==> src/uesd_cfg.svh <==
`ifndef UESD_CFG_SVH
`define UESD_CFG_SVH

// Register offsets
`define UESD_OFF_SEL0     12'h000
`define UESD_OFF_CNT0     12'h004
`define UESD_CTR_STRIDE   12'h008
`define UESD_OFF_CTRL     12'h020
`define UESD_OFF_STATUS   12'h024
`define UESD_NUM_CTR      4

// Field positions
`define UESD_SEL_EVT_LSB  0
`define UESD_SEL_UM_LSB   8
`define UESD_SEL_EN_BIT   22
`define UESD_SEL_MASK     32'h0040FFFF
`define UESD_CTRL_EN_BIT  0
`define UESD_CTRL_CLR_BIT 1
`define UESD_CTRL_MASK    32'h00000001

// Reset values
`define UESD_SEL_RST      32'h00000000
`define UESD_CTRL_RST     32'h00000000
`define UESD_CNT_RST      32'h00000000

// Event numbers
`define UESD_EVT_PARTIAL  8'h2F
`define UESD_EVT_CANCEL   8'h30
`define UESD_EVT_PRIO     8'h31
`define UESD_EVT_FRC_ACK  8'h33
`define UESD_EVT_SF_STALL 8'h40
`define UESD_EVT_MF_STALL 8'h41

// Unit mask values
`define UESD_UM_B0        8'h01
`define UESD_UM_B1        8'h02
`define UESD_UM_B2        8'h04
`define UESD_UM_B3        8'h08
`define UESD_UM_B4        8'h10
`define UESD_UM_B5        8'h20
`define UESD_UM_LOW       8'h07
`define UESD_UM_HIGH      8'h38
`define UESD_NUM_CHAN     2'h3

`endif

==> src/uesd_pkg.sv <==
`default_nettype none
package uesd_pkg;
    // Bus slave states
    typedef enum logic [2:0] {
        UESD_ST_IDLE = 3'b001,
        UESD_ST_ACC  = 3'b010,
        UESD_ST_DONE = 3'b100
    } uesd_apb_e;
    // Six sub-conditions, one per mask bit
    typedef logic [5:0] uesd_cond_t;
    // Increment per cycle
    typedef logic [2:0] uesd_inc_t;
endpackage : uesd_pkg
`default_nettype wire

==> src/uesd_evt_decode.sv <==
`timescale 1ns/1ps
`default_nettype none
`include "uesd_cfg.svh"
module uesd_evt_decode (
    // Clock and reset
    input  wire logic                 pclk,
    input  wire logic                 presetn,
    // Selection
    input  wire logic [7:0]           evt,
    input  wire logic [7:0]           umask,
    input  wire logic                 enable,
    // Event sources
    input  wire logic [2:0]           partial,
    input  wire logic [2:0]           cancel,
    input  wire logic [2:0]           prio,
    input  wire logic                 frc_ack,
    input  wire logic [5:0]           sf_stall,
    input  wire logic [5:0]           mf_stall,
    // Increment
    output uesd_pkg::uesd_inc_t       inc
);
    // Conditions behind each mask bit for an event number
    function automatic uesd_pkg::uesd_cond_t cond_sel(input logic [7:0] e,
        input logic [2:0] pw, input logic [2:0] cw, input logic [2:0] pu,
        input logic fa, input logic [5:0] ss, input logic [5:0] ms);
        case (e)
            `UESD_EVT_PARTIAL:  cond_sel = {pw, 3'h0};
            `UESD_EVT_CANCEL:   cond_sel = {3'h0, cw};
            `UESD_EVT_PRIO:     cond_sel = {3'h0, pu};
            `UESD_EVT_FRC_ACK:  cond_sel = {3'h0, fa, 2'h0};
            `UESD_EVT_SF_STALL: cond_sel = ss;
            `UESD_EVT_MF_STALL: cond_sel = ms;
            default:            cond_sel = 6'h00;
        endcase
    endfunction : cond_sel

    // Number of set bits
    function automatic uesd_pkg::uesd_inc_t popcnt6(input logic [5:0] v);
        popcnt6 = 3'h0;
        for (int i = 0; i < 6; i++) begin
            popcnt6 = popcnt6 + {2'h0, v[i]};
        end
    endfunction : popcnt6

    // Mask gating and per-cycle increment
    wire uesd_pkg::uesd_cond_t cond     = cond_sel(evt, partial, cancel, prio, frc_ack,
                                                   sf_stall, mf_stall);
    wire uesd_pkg::uesd_cond_t hits     = cond & umask[5:0];
    wire logic                 is_cycle = (evt == `UESD_EVT_SF_STALL) ||
                                          (evt == `UESD_EVT_MF_STALL);
    wire uesd_pkg::uesd_inc_t  next_inc = !enable ? 3'h0 :
                                          is_cycle ? {2'h0, |hits} : popcnt6(hits);

    // Registered increment
    always_ff @(posedge pclk or negedge presetn) begin
        if (!presetn) inc <= 3'h0;
        else          inc <= next_inc;
    end
endmodule : uesd_evt_decode
`default_nettype wire

==> src/uesd_ctr.sv <==
`timescale 1ns/1ps
`default_nettype none
`include "uesd_cfg.svh"
module uesd_ctr (
    // Clock and reset
    input  wire logic                 pclk,
    input  wire logic                 presetn,
    // Software access
    input  wire logic                 clr,
    input  wire logic                 wr,
    input  wire logic [31:0]          wdata,
    // Increment
    input  wire uesd_pkg::uesd_inc_t  inc,
    // Value
    output logic [31:0]               count
);
    // Software write wins over clear and increment
    wire logic [31:0] next_count = wr ? wdata :
                                   clr ? `UESD_CNT_RST : count + {29'h0, inc};

    // Counter register
    always_ff @(posedge pclk or negedge presetn) begin
        if (!presetn) count <= `UESD_CNT_RST;
        else          count <= next_count;
    end
endmodule : uesd_ctr
`default_nettype wire

==> src/uesd_top.sv <==
// The implementer's own choices: the placing of the registers and the APB register port.
`timescale 1ns/1ps
`default_nettype none
`include "uesd_cfg.svh"
module uesd_top (
    // Clock and reset
    input  wire logic                 pclk,
    input  wire logic                 presetn,
    // APB slave
    input  wire logic                 psel,
    input  wire logic                 penable,
    input  wire logic                 pwrite,
    input  wire logic [11:0]          paddr,
    input  wire logic [31:0]          pwdata,
    input  wire logic [3:0]           pstrb,
    output logic                      pready,
    output logic [31:0]               prdata,
    output logic                      pslverr,
    // Memory controller events, one bit per channel
    input  wire logic [2:0]           memctl_partial_line_writes,
    input  wire logic [2:0]           memctl_cancel_requests,
    // Home logic request tracking
    input  wire logic                 isochronous_request_valid,
    input  wire logic                 isochronous_request_urgent,
    input  wire logic [1:0]           isochronous_request_chan,
    input  wire logic                 normal_match_issued,
    input  wire logic                 home_force_ack_conflicts,
    // Outbound link channels, bit = link * 3 + channel
    input  wire logic [5:0]           sf_vc_pending,
    input  wire logic [5:0]           sf_dedicated_credit,
    input  wire logic [5:0]           mf_vc_pending,
    input  wire logic [5:0]           mf_dedicated_credit,
    input  wire logic [1:0]           shared_credit_pool,
    // Priority update to the memory controller
    output logic                      memctl_priority_updates,
    output logic [1:0]                memctl_priority_chan
);
    localparam int NC = `UESD_NUM_CTR;

    // Byte lane merge for writes
    function automatic logic [31:0] merge_strb(input logic [31:0] old,
        input logic [31:0] wd, input logic [3:0] st);
        for (int b = 0; b < 4; b++) begin
            merge_strb[b*8 +: 8] = st[b] ? wd[b*8 +: 8] : old[b*8 +: 8];
        end
    endfunction : merge_strb

    // Bus state and registers
    uesd_pkg::uesd_apb_e  state;
    uesd_pkg::uesd_apb_e  next_state;
    logic [31:0]          sel [NC];
    logic [31:0]          ctrl;
    logic                 clr_all;
    logic [11:0]          status_snap;
    logic [31:0]          count [NC];
    uesd_pkg::uesd_inc_t  ctr_inc [NC];

    // Address decode
    wire logic        aligned   = (paddr[1:0] == 2'h0);
    wire logic        in_ctrs   = (paddr < `UESD_OFF_CTRL);
    wire logic [1:0]  ctr_idx   = paddr[4:3];
    wire logic        is_cnt    = paddr[2];
    wire logic        is_ctrl   = (paddr == `UESD_OFF_CTRL);
    wire logic        is_status = (paddr == `UESD_OFF_STATUS);
    wire logic        addr_hit  = aligned && (in_ctrs || is_ctrl || is_status);

    // Read selection, reserved bits zero
    wire logic [31:0] rd_ctr  = is_cnt ? count[ctr_idx] : (sel[ctr_idx] & `UESD_SEL_MASK);
    wire logic [31:0] rd_mux  = !addr_hit ? 32'h00000000 :
                                in_ctrs   ? rd_ctr :
                                is_ctrl   ? (ctrl & `UESD_CTRL_MASK) :
                                {20'h00000, status_snap};

    // Write commit at the completing edge only
    wire logic        acc_end   = (state == uesd_pkg::UESD_ST_DONE) && psel && penable;
    wire logic        wr_commit = acc_end && pwrite && addr_hit;
    wire logic [31:0] wr_ctrl   = merge_strb(ctrl, pwdata, pstrb);

    // Bus sequencing
    always_comb begin
        next_state = state;
        case (state)
            uesd_pkg::UESD_ST_IDLE: begin
                if (psel && !penable) next_state = uesd_pkg::UESD_ST_ACC;
            end
            uesd_pkg::UESD_ST_ACC: begin
                next_state = uesd_pkg::UESD_ST_DONE;
            end
            uesd_pkg::UESD_ST_DONE: begin
                next_state = uesd_pkg::UESD_ST_IDLE;
            end
            default: begin
                next_state = uesd_pkg::UESD_ST_IDLE;
            end
        endcase
    end

    // State register
    always_ff @(posedge pclk or negedge presetn) begin
        if (!presetn) state <= uesd_pkg::UESD_ST_IDLE;
        else          state <= next_state;
    end

    // One wait state, then ready with data and error
    always_ff @(posedge pclk or negedge presetn) begin
        if (!presetn) begin
            pready  <= 1'b0;
            prdata  <= 32'h00000000;
            pslverr <= 1'b0;
        end else begin
            pready  <= (state == uesd_pkg::UESD_ST_ACC);
            pslverr <= (state == uesd_pkg::UESD_ST_ACC) && !addr_hit;
            if (state == uesd_pkg::UESD_ST_ACC && !pwrite) prdata <= rd_mux;
        end
    end

    // Selection registers
    for (genvar g = 0; g < NC; g++) begin : g_sel
        wire logic sel_wr = wr_commit && in_ctrs && !is_cnt &&
                            (ctr_idx == 2'(g));
        always_ff @(posedge pclk or negedge presetn) begin
            if (!presetn)    sel[g] <= `UESD_SEL_RST;
            else if (sel_wr) sel[g] <= merge_strb(sel[g], pwdata, pstrb) & `UESD_SEL_MASK;
        end
    end

    // Global control; clear bit acts for one cycle
    always_ff @(posedge pclk or negedge presetn) begin
        if (!presetn) begin
            ctrl    <= `UESD_CTRL_RST;
            clr_all <= 1'b0;
        end else begin
            clr_all <= wr_commit && is_ctrl && wr_ctrl[`UESD_CTRL_CLR_BIT];
            if (wr_commit && is_ctrl) ctrl <= wr_ctrl & `UESD_CTRL_MASK;
        end
    end

    // Stall: pending with neither credit kind; arbitration grant not consulted
    wire logic [5:0] shared_ext = {{3{shared_credit_pool[1]}}, {3{shared_credit_pool[0]}}};
    wire logic [5:0] sf_stall   = sf_vc_pending & ~sf_dedicated_credit & ~shared_ext;
    wire logic [5:0] mf_stall   = mf_vc_pending & ~mf_dedicated_credit & ~shared_ext;

    // Live stall snapshot for software
    always_ff @(posedge pclk or negedge presetn) begin
        if (!presetn) status_snap <= 12'h000;
        else          status_snap <= {mf_stall, sf_stall};
    end

    // Priority update when an urgent isochronous request hits an issued normal one
    wire logic prio_hit = isochronous_request_valid && isochronous_request_urgent &&
                          normal_match_issued &&
                          (isochronous_request_chan != `UESD_NUM_CHAN);
    always_ff @(posedge pclk or negedge presetn) begin
        if (!presetn) begin
            memctl_priority_updates <= 1'b0;
            memctl_priority_chan    <= 2'h0;
        end else begin
            memctl_priority_updates <= prio_hit;
            if (prio_hit) memctl_priority_chan <= isochronous_request_chan;
        end
    end

    // Issued priority update per channel, counted as it leaves
    wire logic [2:0] prio_onehot = !memctl_priority_updates ? 3'h0 :
                                   (3'h1 << memctl_priority_chan);

    // Counter slices
    for (genvar g = 0; g < NC; g++) begin : g_ctr
        wire logic cnt_wr = wr_commit && in_ctrs && is_cnt && (ctr_idx == 2'(g));
        wire logic en     = sel[g][`UESD_SEL_EN_BIT] && ctrl[`UESD_CTRL_EN_BIT];

        uesd_evt_decode u_dec (
            .pclk     (pclk),
            .presetn  (presetn),
            .evt      (sel[g][`UESD_SEL_EVT_LSB +: 8]),
            .umask    (sel[g][`UESD_SEL_UM_LSB +: 8]),
            .enable   (en),
            .partial  (memctl_partial_line_writes),
            .cancel   (memctl_cancel_requests),
            .prio     (prio_onehot),
            .frc_ack  (home_force_ack_conflicts),
            .sf_stall (sf_stall),
            .mf_stall (mf_stall),
            .inc      (ctr_inc[g])
        );

        uesd_ctr u_ctr (
            .pclk     (pclk),
            .presetn  (presetn),
            .clr      (clr_all),
            .wr       (cnt_wr),
            .wdata    (merge_strb(count[g], pwdata, pstrb)),
            .inc      (ctr_inc[g]),
            .count    (count[g])
        );
    end
endmodule : uesd_top
`default_nettype wire

==> config.mk <==
export PLATFORM = sky130hd
export DESIGN_NAME = uesd_top
export DESIGN_NICKNAME = d
export VERILOG_FILES = /design/src/uesd_pkg.sv /design/src/uesd_evt_decode.sv /design/src/uesd_ctr.sv /design/src/uesd_top.sv
export VERILOG_INCLUDE_DIRS = /design/src
export SDC_FILE = /design/constraint.sdc
export NUM_CORES = 1
export LEC_CHECK = 0
export ABC_AREA = 1
export BUFFER_PORTS_ARGS = -buffer_cell sky130_fd_sc_hd__buf_4
export CAP_MARGIN = 10
export CELL_PAD_IN_SITES_DETAIL_PLACEMENT = 1
export CELL_PAD_IN_SITES_GLOBAL_PLACEMENT = 1
export CORE_ASPECT_RATIO = 1.2
export CORE_MARGIN = 3
export CORE_UTILIZATION = 46
export DETAILED_ROUTE_END_ITERATION = 10
export GPL_TIMING_DRIVEN = 1
export PLACE_DENSITY = 0.91
export SYNTH_ARGS = -nofsm -noshare
export SYNTH_HDL_FRONTEND = slang
export SYNTH_HIERARCHICAL = 1
export SYNTH_SLANG_ARGS = --single-unit
==> constraint.sdc <==
create_clock -name pclk -period 8.3 [get_ports pclk]
set_clock_uncertainty 0.2 [all_clocks]
set_input_delay 1.245 -clock pclk [delete_from_list [all_inputs] [get_ports pclk]]
set_output_delay 1.245 -clock pclk [all_outputs]
set_load 0.02 [all_outputs]
# ---- After elaboration in Yosys (flattened, before gate mapping)
# Index checks and enable logic that the tools add are counted.
dict set report word_totals {
  reg_bits 262
  latch_bits 0
  mem_bits_rw 0
  rom_bits 0
  in_bits 91
  out_inout_bits 37
  elab_cells 225
  memories 0
}
dict set report op_classes {
  add_sub_neg 24
  mul 0
  div_mod_pow 0
  n_lt_le_gt_ge 2
  n_eq_ne 50
  n_shift 1
  mux 38
  bitwise 12
  reduce_logical 57
}
# operator count
set ops {}
lappend ops {{$mux W32} 13}
lappend ops {{$pmux W6 S6} 4}
lappend ops {{$add A32 B3 Y32} 4}
lappend ops {{$bmux W32 S2} 2}
lappend ops {{$eq A8 B6 Y1 const B} 16}
lappend ops {{$eq A8 B7 Y1 const B} 8}
lappend ops {{$add A3 B1 Y3} 16}
lappend ops {{$and A6 B6 Y6} 8}
lappend ops {{$mux W23} 2}
lappend ops {{$ne A2 B2 Y1 const B} 18}
lappend ops {{$mux W8} 4}
lappend ops {{$mux W3} 10}
lappend ops {{$logic_and A1 B1 Y1} 28}
lappend ops {{$reduce_and A2 Y1} 13}
lappend ops {{$eq A12 B6 Y1 const B} 2}
lappend ops {{$reduce_or A6 Y1} 4}
lappend ops {{$not A6 Y6} 3}
lappend ops {{$lt A12 B6 Y1 const B} 1}
lappend ops {{$mux W12} 1}
lappend ops {{$add A1 B1 Y2} 4}
lappend ops {{$logic_or A1 B1 Y1} 6}
lappend ops {{$pmux W3 S2} 1}
lappend ops {{$eq A2 B2 Y1 const B} 2}
lappend ops {{$logic_not A1 Y1} 4}
lappend ops {{other kinds (9)} 10}

# ---- Longest topological paths before layout
dict set report logic_depth {
  word_depth 12
  ltp_mapped 16
  ltp_nobuf 16
}

# ---- Hierarchy
# The synthesis kept the hierarchy.
# module instances cells_each area_each_um2 seq_area_each_um2
set modules_own_cells {}
lappend modules_own_cells {uesd_top 1 1138 7778.7 3054.2}
lappend modules_own_cells {{uesd_ctr (g_ctr[0].u_ctr ...)} 3 331 2162.1 800.8}
lappend modules_own_cells {{uesd_ctr (g_ctr[1].u_ctr)} 1 328 2170.8 800.8}
lappend modules_own_cells {{uesd_evt_decode (g_ctr[0].u_dec ...)} 3 98 653.1 75.1}
lappend modules_own_cells {{uesd_evt_decode (g_ctr[1].u_dec)} 1 90 560.5 75.1}

# ---- Worst setup path after synthesis
# No wires, ideal clock.
dict set report synth_path {
  path_kind {input-to-reg}
  start {input port shared_credit_pool[0]}
  end {register g_ctr[1].u_dec.inc[1]}
  setup_time_ns 0.086
  t_arrival_ns 3.783
  required_ns 8.014
  setup_slack_ns 4.231
  path_stages 11
  path_buffers 0
  path_cell_list {nor3b_1 > nand3_1 > nand4_1 > nand2_1 > fa_1 > fa_1 > inv_1 > ha_1 > inv_1 > fa_1 > nor3_1}
}
dict set report synth_between {
  elab_chain_len 11
  word_cells_on_any_way 12
  classes_between {add/sub (5); mux (3); bitwise (4)}
}
# item line_no
set synth_lines {}
lappend synth_lines {{start, declared} uesd_top.sv:33} ;# input wire logic [1:0] shared_credit_pool,
lappend synth_lines {{$not A6 Y6 (*)} {uesd_top.sv:140, uesd_top.sv:141}}
lappend synth_lines {{$and A6 B6 Y6, on equally long branches} {uesd_top.sv:141, uesd_top.sv:140}}
lappend synth_lines {{$pmux W6 S6 (*)} uesd_evt_decode.sv:26} ;# case (e)
lappend synth_lines {{$and A6 B6 Y6 (*)} uesd_evt_decode.sv:48} ;# wire uesd_pkg::uesd_cond_t hits = cond & umask[5:0];
lappend synth_lines {{$add A1 B1 Y2} uesd_evt_decode.sv:41} ;# popcnt6 = popcnt6 + {2'h0, v[i]};
lappend synth_lines {{$add A3 B1 Y3 (*) (4 in series)} uesd_evt_decode.sv:41}
lappend synth_lines {{$mux W3 (*)} uesd_evt_decode.sv:52} ;# is_cycle ? {2'h0, |hits} : popcnt6(hits);
lappend synth_lines {{$mux W3 (*)} uesd_evt_decode.sv:51} ;# wire uesd_pkg::uesd_inc_t next_inc = !enable ? 3'h0 :
lappend synth_lines {{named net g_ctr[1].u_dec.next_inc[1]} uesd_evt_decode.sv:51}
lappend synth_lines {{end signal, assigned} uesd_evt_decode.sv:57} ;# else inc <= next_inc;
lappend synth_lines {{end, declared} uesd_evt_decode.sv:20} ;# output uesd_pkg::uesd_inc_t inc
# Mark *: on every way through the listed nets, which the timed path passes. The rest lies on a longest branch.
# A chain may end at the register's enable or synchronous reset.

# ---- Worst setup path after layout
dict set report layout_path {
  start {input port paddr[3]}
  end {register g_ctr[1].u_ctr.count[0]}
}
dict set report layout_between {
  elab_chain_len 9
  word_cells_on_any_way 13
  classes_between {order compare (1); eq/ne (4); mux (1); reduce/logical (7)}
}
# item line_no
set layout_lines {}
lappend layout_lines {{start, declared} uesd_top.sv:13} ;# input wire logic [11:0] paddr,
lappend layout_lines {{$lt A12 B6 Y1 (no line) or $eq A12 B6 Y1 (tied branches)} -}
lappend layout_lines {{$logic_or A1 B1 Y1 (2 in series)} uesd_top.sv:65} ;# wire logic addr_hit = aligned && (in_ctrs || is_ctrl || is_status);
lappend layout_lines {{$logic_and A1 B1 Y1} uesd_top.sv:65}
lappend layout_lines {{$logic_and A1 B1 Y1} uesd_top.sv:76} ;# wire logic wr_commit = acc_end && pwrite && addr_hit;
lappend layout_lines {{$logic_and A1 B1 Y1 (2 in series)} uesd_top.sv:169} ;# wire logic cnt_wr = wr_commit && in_ctrs && is_cnt && (ctr_idx == 2'(g));
lappend layout_lines {{$logic_and A1 B1 Y1 (*)} uesd_top.sv:169}
lappend layout_lines {{named net g_ctr[1].cnt_wr} uesd_top.sv:169}
lappend layout_lines {{$mux W32 (*)} uesd_ctr.sv:18} ;# wire logic [31:0] next_count = wr ? wdata :
lappend layout_lines {{named net g_ctr[1].u_ctr.next_count[0]} uesd_ctr.sv:18}
lappend layout_lines {{end signal, assigned} uesd_ctr.sv:23} ;# if (!presetn) count <= `UESD_CNT_RST;
lappend layout_lines {{end signal, assigned} uesd_ctr.sv:24} ;# else count <= next_count;
lappend layout_lines {{end, declared} uesd_ctr.sv:15} ;# output logic [31:0] count
# Marked as above.

==> results.sh <==
export IMPL_die_h_um=228
export IMPL_synthDistinctLibCells=50
export IMPL_synth_area_leaders="dfrtp_1, nand2_1, inv_1"
export IMPL_synth_area_per_cell_um2=6.67
export IMPL_grt_pass1_wl_um=124000
export IMPL_netlist_instances=2843
export IMPL_numCtsBuffers=30
export IMPL_r2r_start="memctl_priority_chan[0]$_DFFE_PN0P_"
export IMPL_antennaDiodeCount=0
export IMPL_seq_area_frac_synth_pct=34.6
export IMPL_drt_first_iter_violations=1556
export IMPL_finalSetupViolCount=0
export IMPL_core_area_mm2=0.0402
export IMPL_grt_pass1_vias=22026
export IMPL_tightest_slew_ns=1.39
export IMPL_synth_most_common_cell="nand2_1"
export IMPL_port_buffers=127
export IMPL_hold_start="sel[46]$_DFFE_PN0P_"
export IMPL_critPathCaptureType="flop"
export IMPL_postCtsHoldBufs=0
export IMPL_setup_slack_ns=3.80
export IMPL_synth_top_area_share_pct=34.5
export IMPL_worst_path_max_fanout=33
export IMPL_synth_seq_cells=262
export IMPL_finish_utilization_pct=52.7
export IMPL_hold_class="reg2reg"
export IMPL_overflow=0
export IMPL_synth_common_cells="nand2_1, inv_1, dfrtp_1, nor2_1, nand3_1"
export IMPL_slew_violations=0
export IMPL_run_status="completed"
export IMPL_crit_arrival_ns=4.77
export IMPL_leakagePower_uw=0.00979
export IMPL_required_ns=8.57
export IMPL_hold_ws_ns=0.279
export IMPL_clkSinkCount=262
export IMPL_drc=0
export IMPL_syn_area_mm2=0.0190
export IMPL_grt_total_usage_pct=36.2
export IMPL_synth_largest_area_cell="dfrtp_1"
export IMPL_synth_fp_nets=2970
export IMPL_gp_congestion=1.02
export IMPL_io_pins=128
export IMPL_criticalPathCategory="in2reg"
export IMPL_avgRoutedWirePerCell_um=23.1
export IMPL_wirelength_um=80200
export IMPL_clockBufferDepth=3
export IMPL_path_clk_slew_ns=0.06
export IMPL_ys_warn_count=6
export IMPL_finalCritPeriodShare_pct=54.2
export IMPL_fin_crit_ns=4.50
export IMPL_clock_latency_ns=0.59
export IMPL_p_per_area_mw_per_mm2=140
export IMPL_maxCapViolations=0
export IMPL_cts_root_buf="clkbuf_16"
export IMPL_die_w_um=191
export IMPL_htree_levels=1
export IMPL_setup_tns_ns=0
export IMPL_drive_gt1_share_pct=11.9
export IMPL_placed_area_mm2=0.0201
export IMPL_antenna_found_initial=0
export IMPL_ant_nets=0
export IMPL_fmax_mhz=222
export IMPL_hpwlAfterDp_um=60600
export IMPL_crit_family="simple AND/OR/NAND/NOR gates"
export IMPL_rows=80
export IMPL_ir_drop_mv=0.157
export IMPL_synthFlopType="dfrtp_1"
export IMPL_area_growth_pct=11.8
export IMPL_rsz0062_at_grt="no"
export IMPL_initial_core_util_pct=47.1
export IMPL_vias=20714
export IMPL_max_slew_margin_pct=7.37
export IMPL_dieArea_mm2=0.0437
export IMPL_firstDrtPassIters=5
export IMPL_worst_path_buf_inv=3
export IMPL_dp_slack_ns=3.13
export IMPL_cp_slowest_cell="nor2_2"
export IMPL_synth_edf_count=0
export IMPL_cts_tree="done"
export IMPL_layout_nets=3036
export IMPL_worstSetupStartpoint="paddr[3]"
export IMPL_crit_chain="buf_4 -> inv_2 -> nand2_1 -> nor2_1 -> nand2_1 -> nand3_2 -> nand3_2 -> or2_2 -> nor2_2 -> or2_1 -> inv_1 -> a22o_1"
export IMPL_start_kind="input pin"
export IMPL_grt_max_degree=154
export IMPL_cp_slowest_stage_delay_ns=0.86
export IMPL_cts_resized=0
export IMPL_fin_area_mm2=0.0212
export IMPL_synthArstFlopShare_pct=100
export IMPL_cts_setup_buffers=0
export IMPL_hold_violations=0
export IMPL_viasPerCell=5.98
export IMPL_num_fill_cells=5449
==> final cells by class <==
type                       count  area (um2)  share of cell area (%)
tap                          533         667                    3.15
sequential                   262        6560                    31.0
clock inverter                 7         110                   0.520
clock buffer                  49         923                    4.36
multi-input combinational   2140       10600                    50.0
timing repair buffer         139        1070                    5.06
inverter                     336        1270                    5.98
==> path summary, 6_finish.rpt <==
check                                                endpoint  slack, ns  depth (start not counted)
max                         g_ctr[1].u_ctr/count[0]$_DFF_PN0_       3.80                         12
min                                       sel[46]$_DFFE_PN0P_       0.28                          2
max reg2reg                   g_ctr[1].u_dec/inc[1]$_DFF_PN0_       4.37                         12
min reg2reg                               sel[46]$_DFFE_PN0P_       0.28                          2
max in group asynchronous   g_ctr[1].u_ctr/count[0]$_DFF_PN0_       5.94                          2
min in group asynchronous  g_ctr[2].u_ctr/count[19]$_DFF_PN0_       0.46                          1
==> placed cells by master, fill, tap and decap left out, types with 8 or more instances in the layout <==
cell type,Yosys,final
a21oi_1,34,34
buf_4,8,136
clkbuf_1,58,10
clkbuf_16,0,31
clkbuf_8,1,8
dfrtp_1,261,261
fa_1,16,16
ha_1,20,20
inv_1,312,312
inv_2,23,23
nand2_1,932,932
nand2_2,31,31
nand3_1,222,222
nand3_2,14,14
nand4_1,132,132
nor2_1,259,254
nor2_2,24,29
nor2_4,39,39
nor3_1,12,12
nor3b_1,12,12
o21ai_0,221,221
o21ai_1,33,33
o221ai_1,13,13
o22ai_1,43,43
o31ai_1,15,15
==> metrics by stage <==
step	total power, uW	cells
floorplan	1400	2843
global placement	1550	3409
detailed placement	1550	3409
CTS	2980	3465
global route	3050	3466
finish	2970	3466
==> cells by family after synthesis <==
| logic type | share of synthesized area (%) |
|---|---|
| simple gates | 41.4 |
| fa+ha+maj | 3.01 |
| compound gates | 11.4 |
| flops | 34.6 |
| buf+inv | 9.60 |
==> metal layers <==
layer  track usage (%)  up-vias  share of wire (%)
met4              28.8        0                 10
met3              5.18      374                5.7
met2              61.6      815                 48
met1              40.1    10170                 36
met5                 0        -                  0
li1                  -     9355                  -
==> sequential cells by signal (all words and copies together), names as in the netlist <==
| signal | flops |
|---|---|
| clr_all | 1 |
| ctrl | 1 |
| g_ctr.u_ctr/count | 128 |
| g_ctr.u_dec/inc | 12 |
| memctl_priority_chan | 2 |
| memctl_priority_updates | 1 |
| prdata | 32 |
| pready | 1 |
| pslverr | 1 |
| sel | 68 |
| state | 3 |
| status_snap | 12 |
==> power by group <==
group,total (uW),internal [uW],switching (uW)
sequential,1290,1280,3.72
clock,1430,846,587
combinational,251,60.5,190
total,2970,2190,781
==> worst reg2reg max path: cells and delay by family (launching register included) <==
| kind | cells | cell delay, ns |
|---|---|---|
| flip-flops | 1 | 0.39 |
| buffers and inverters | 3 | 0.19 |
| adder cells (fa/ha/maj) | 4 | 1.66 |
| AND/OR/NAND/NOR | 5 | 1.42 |
Power figures use the tool's default switching activity.
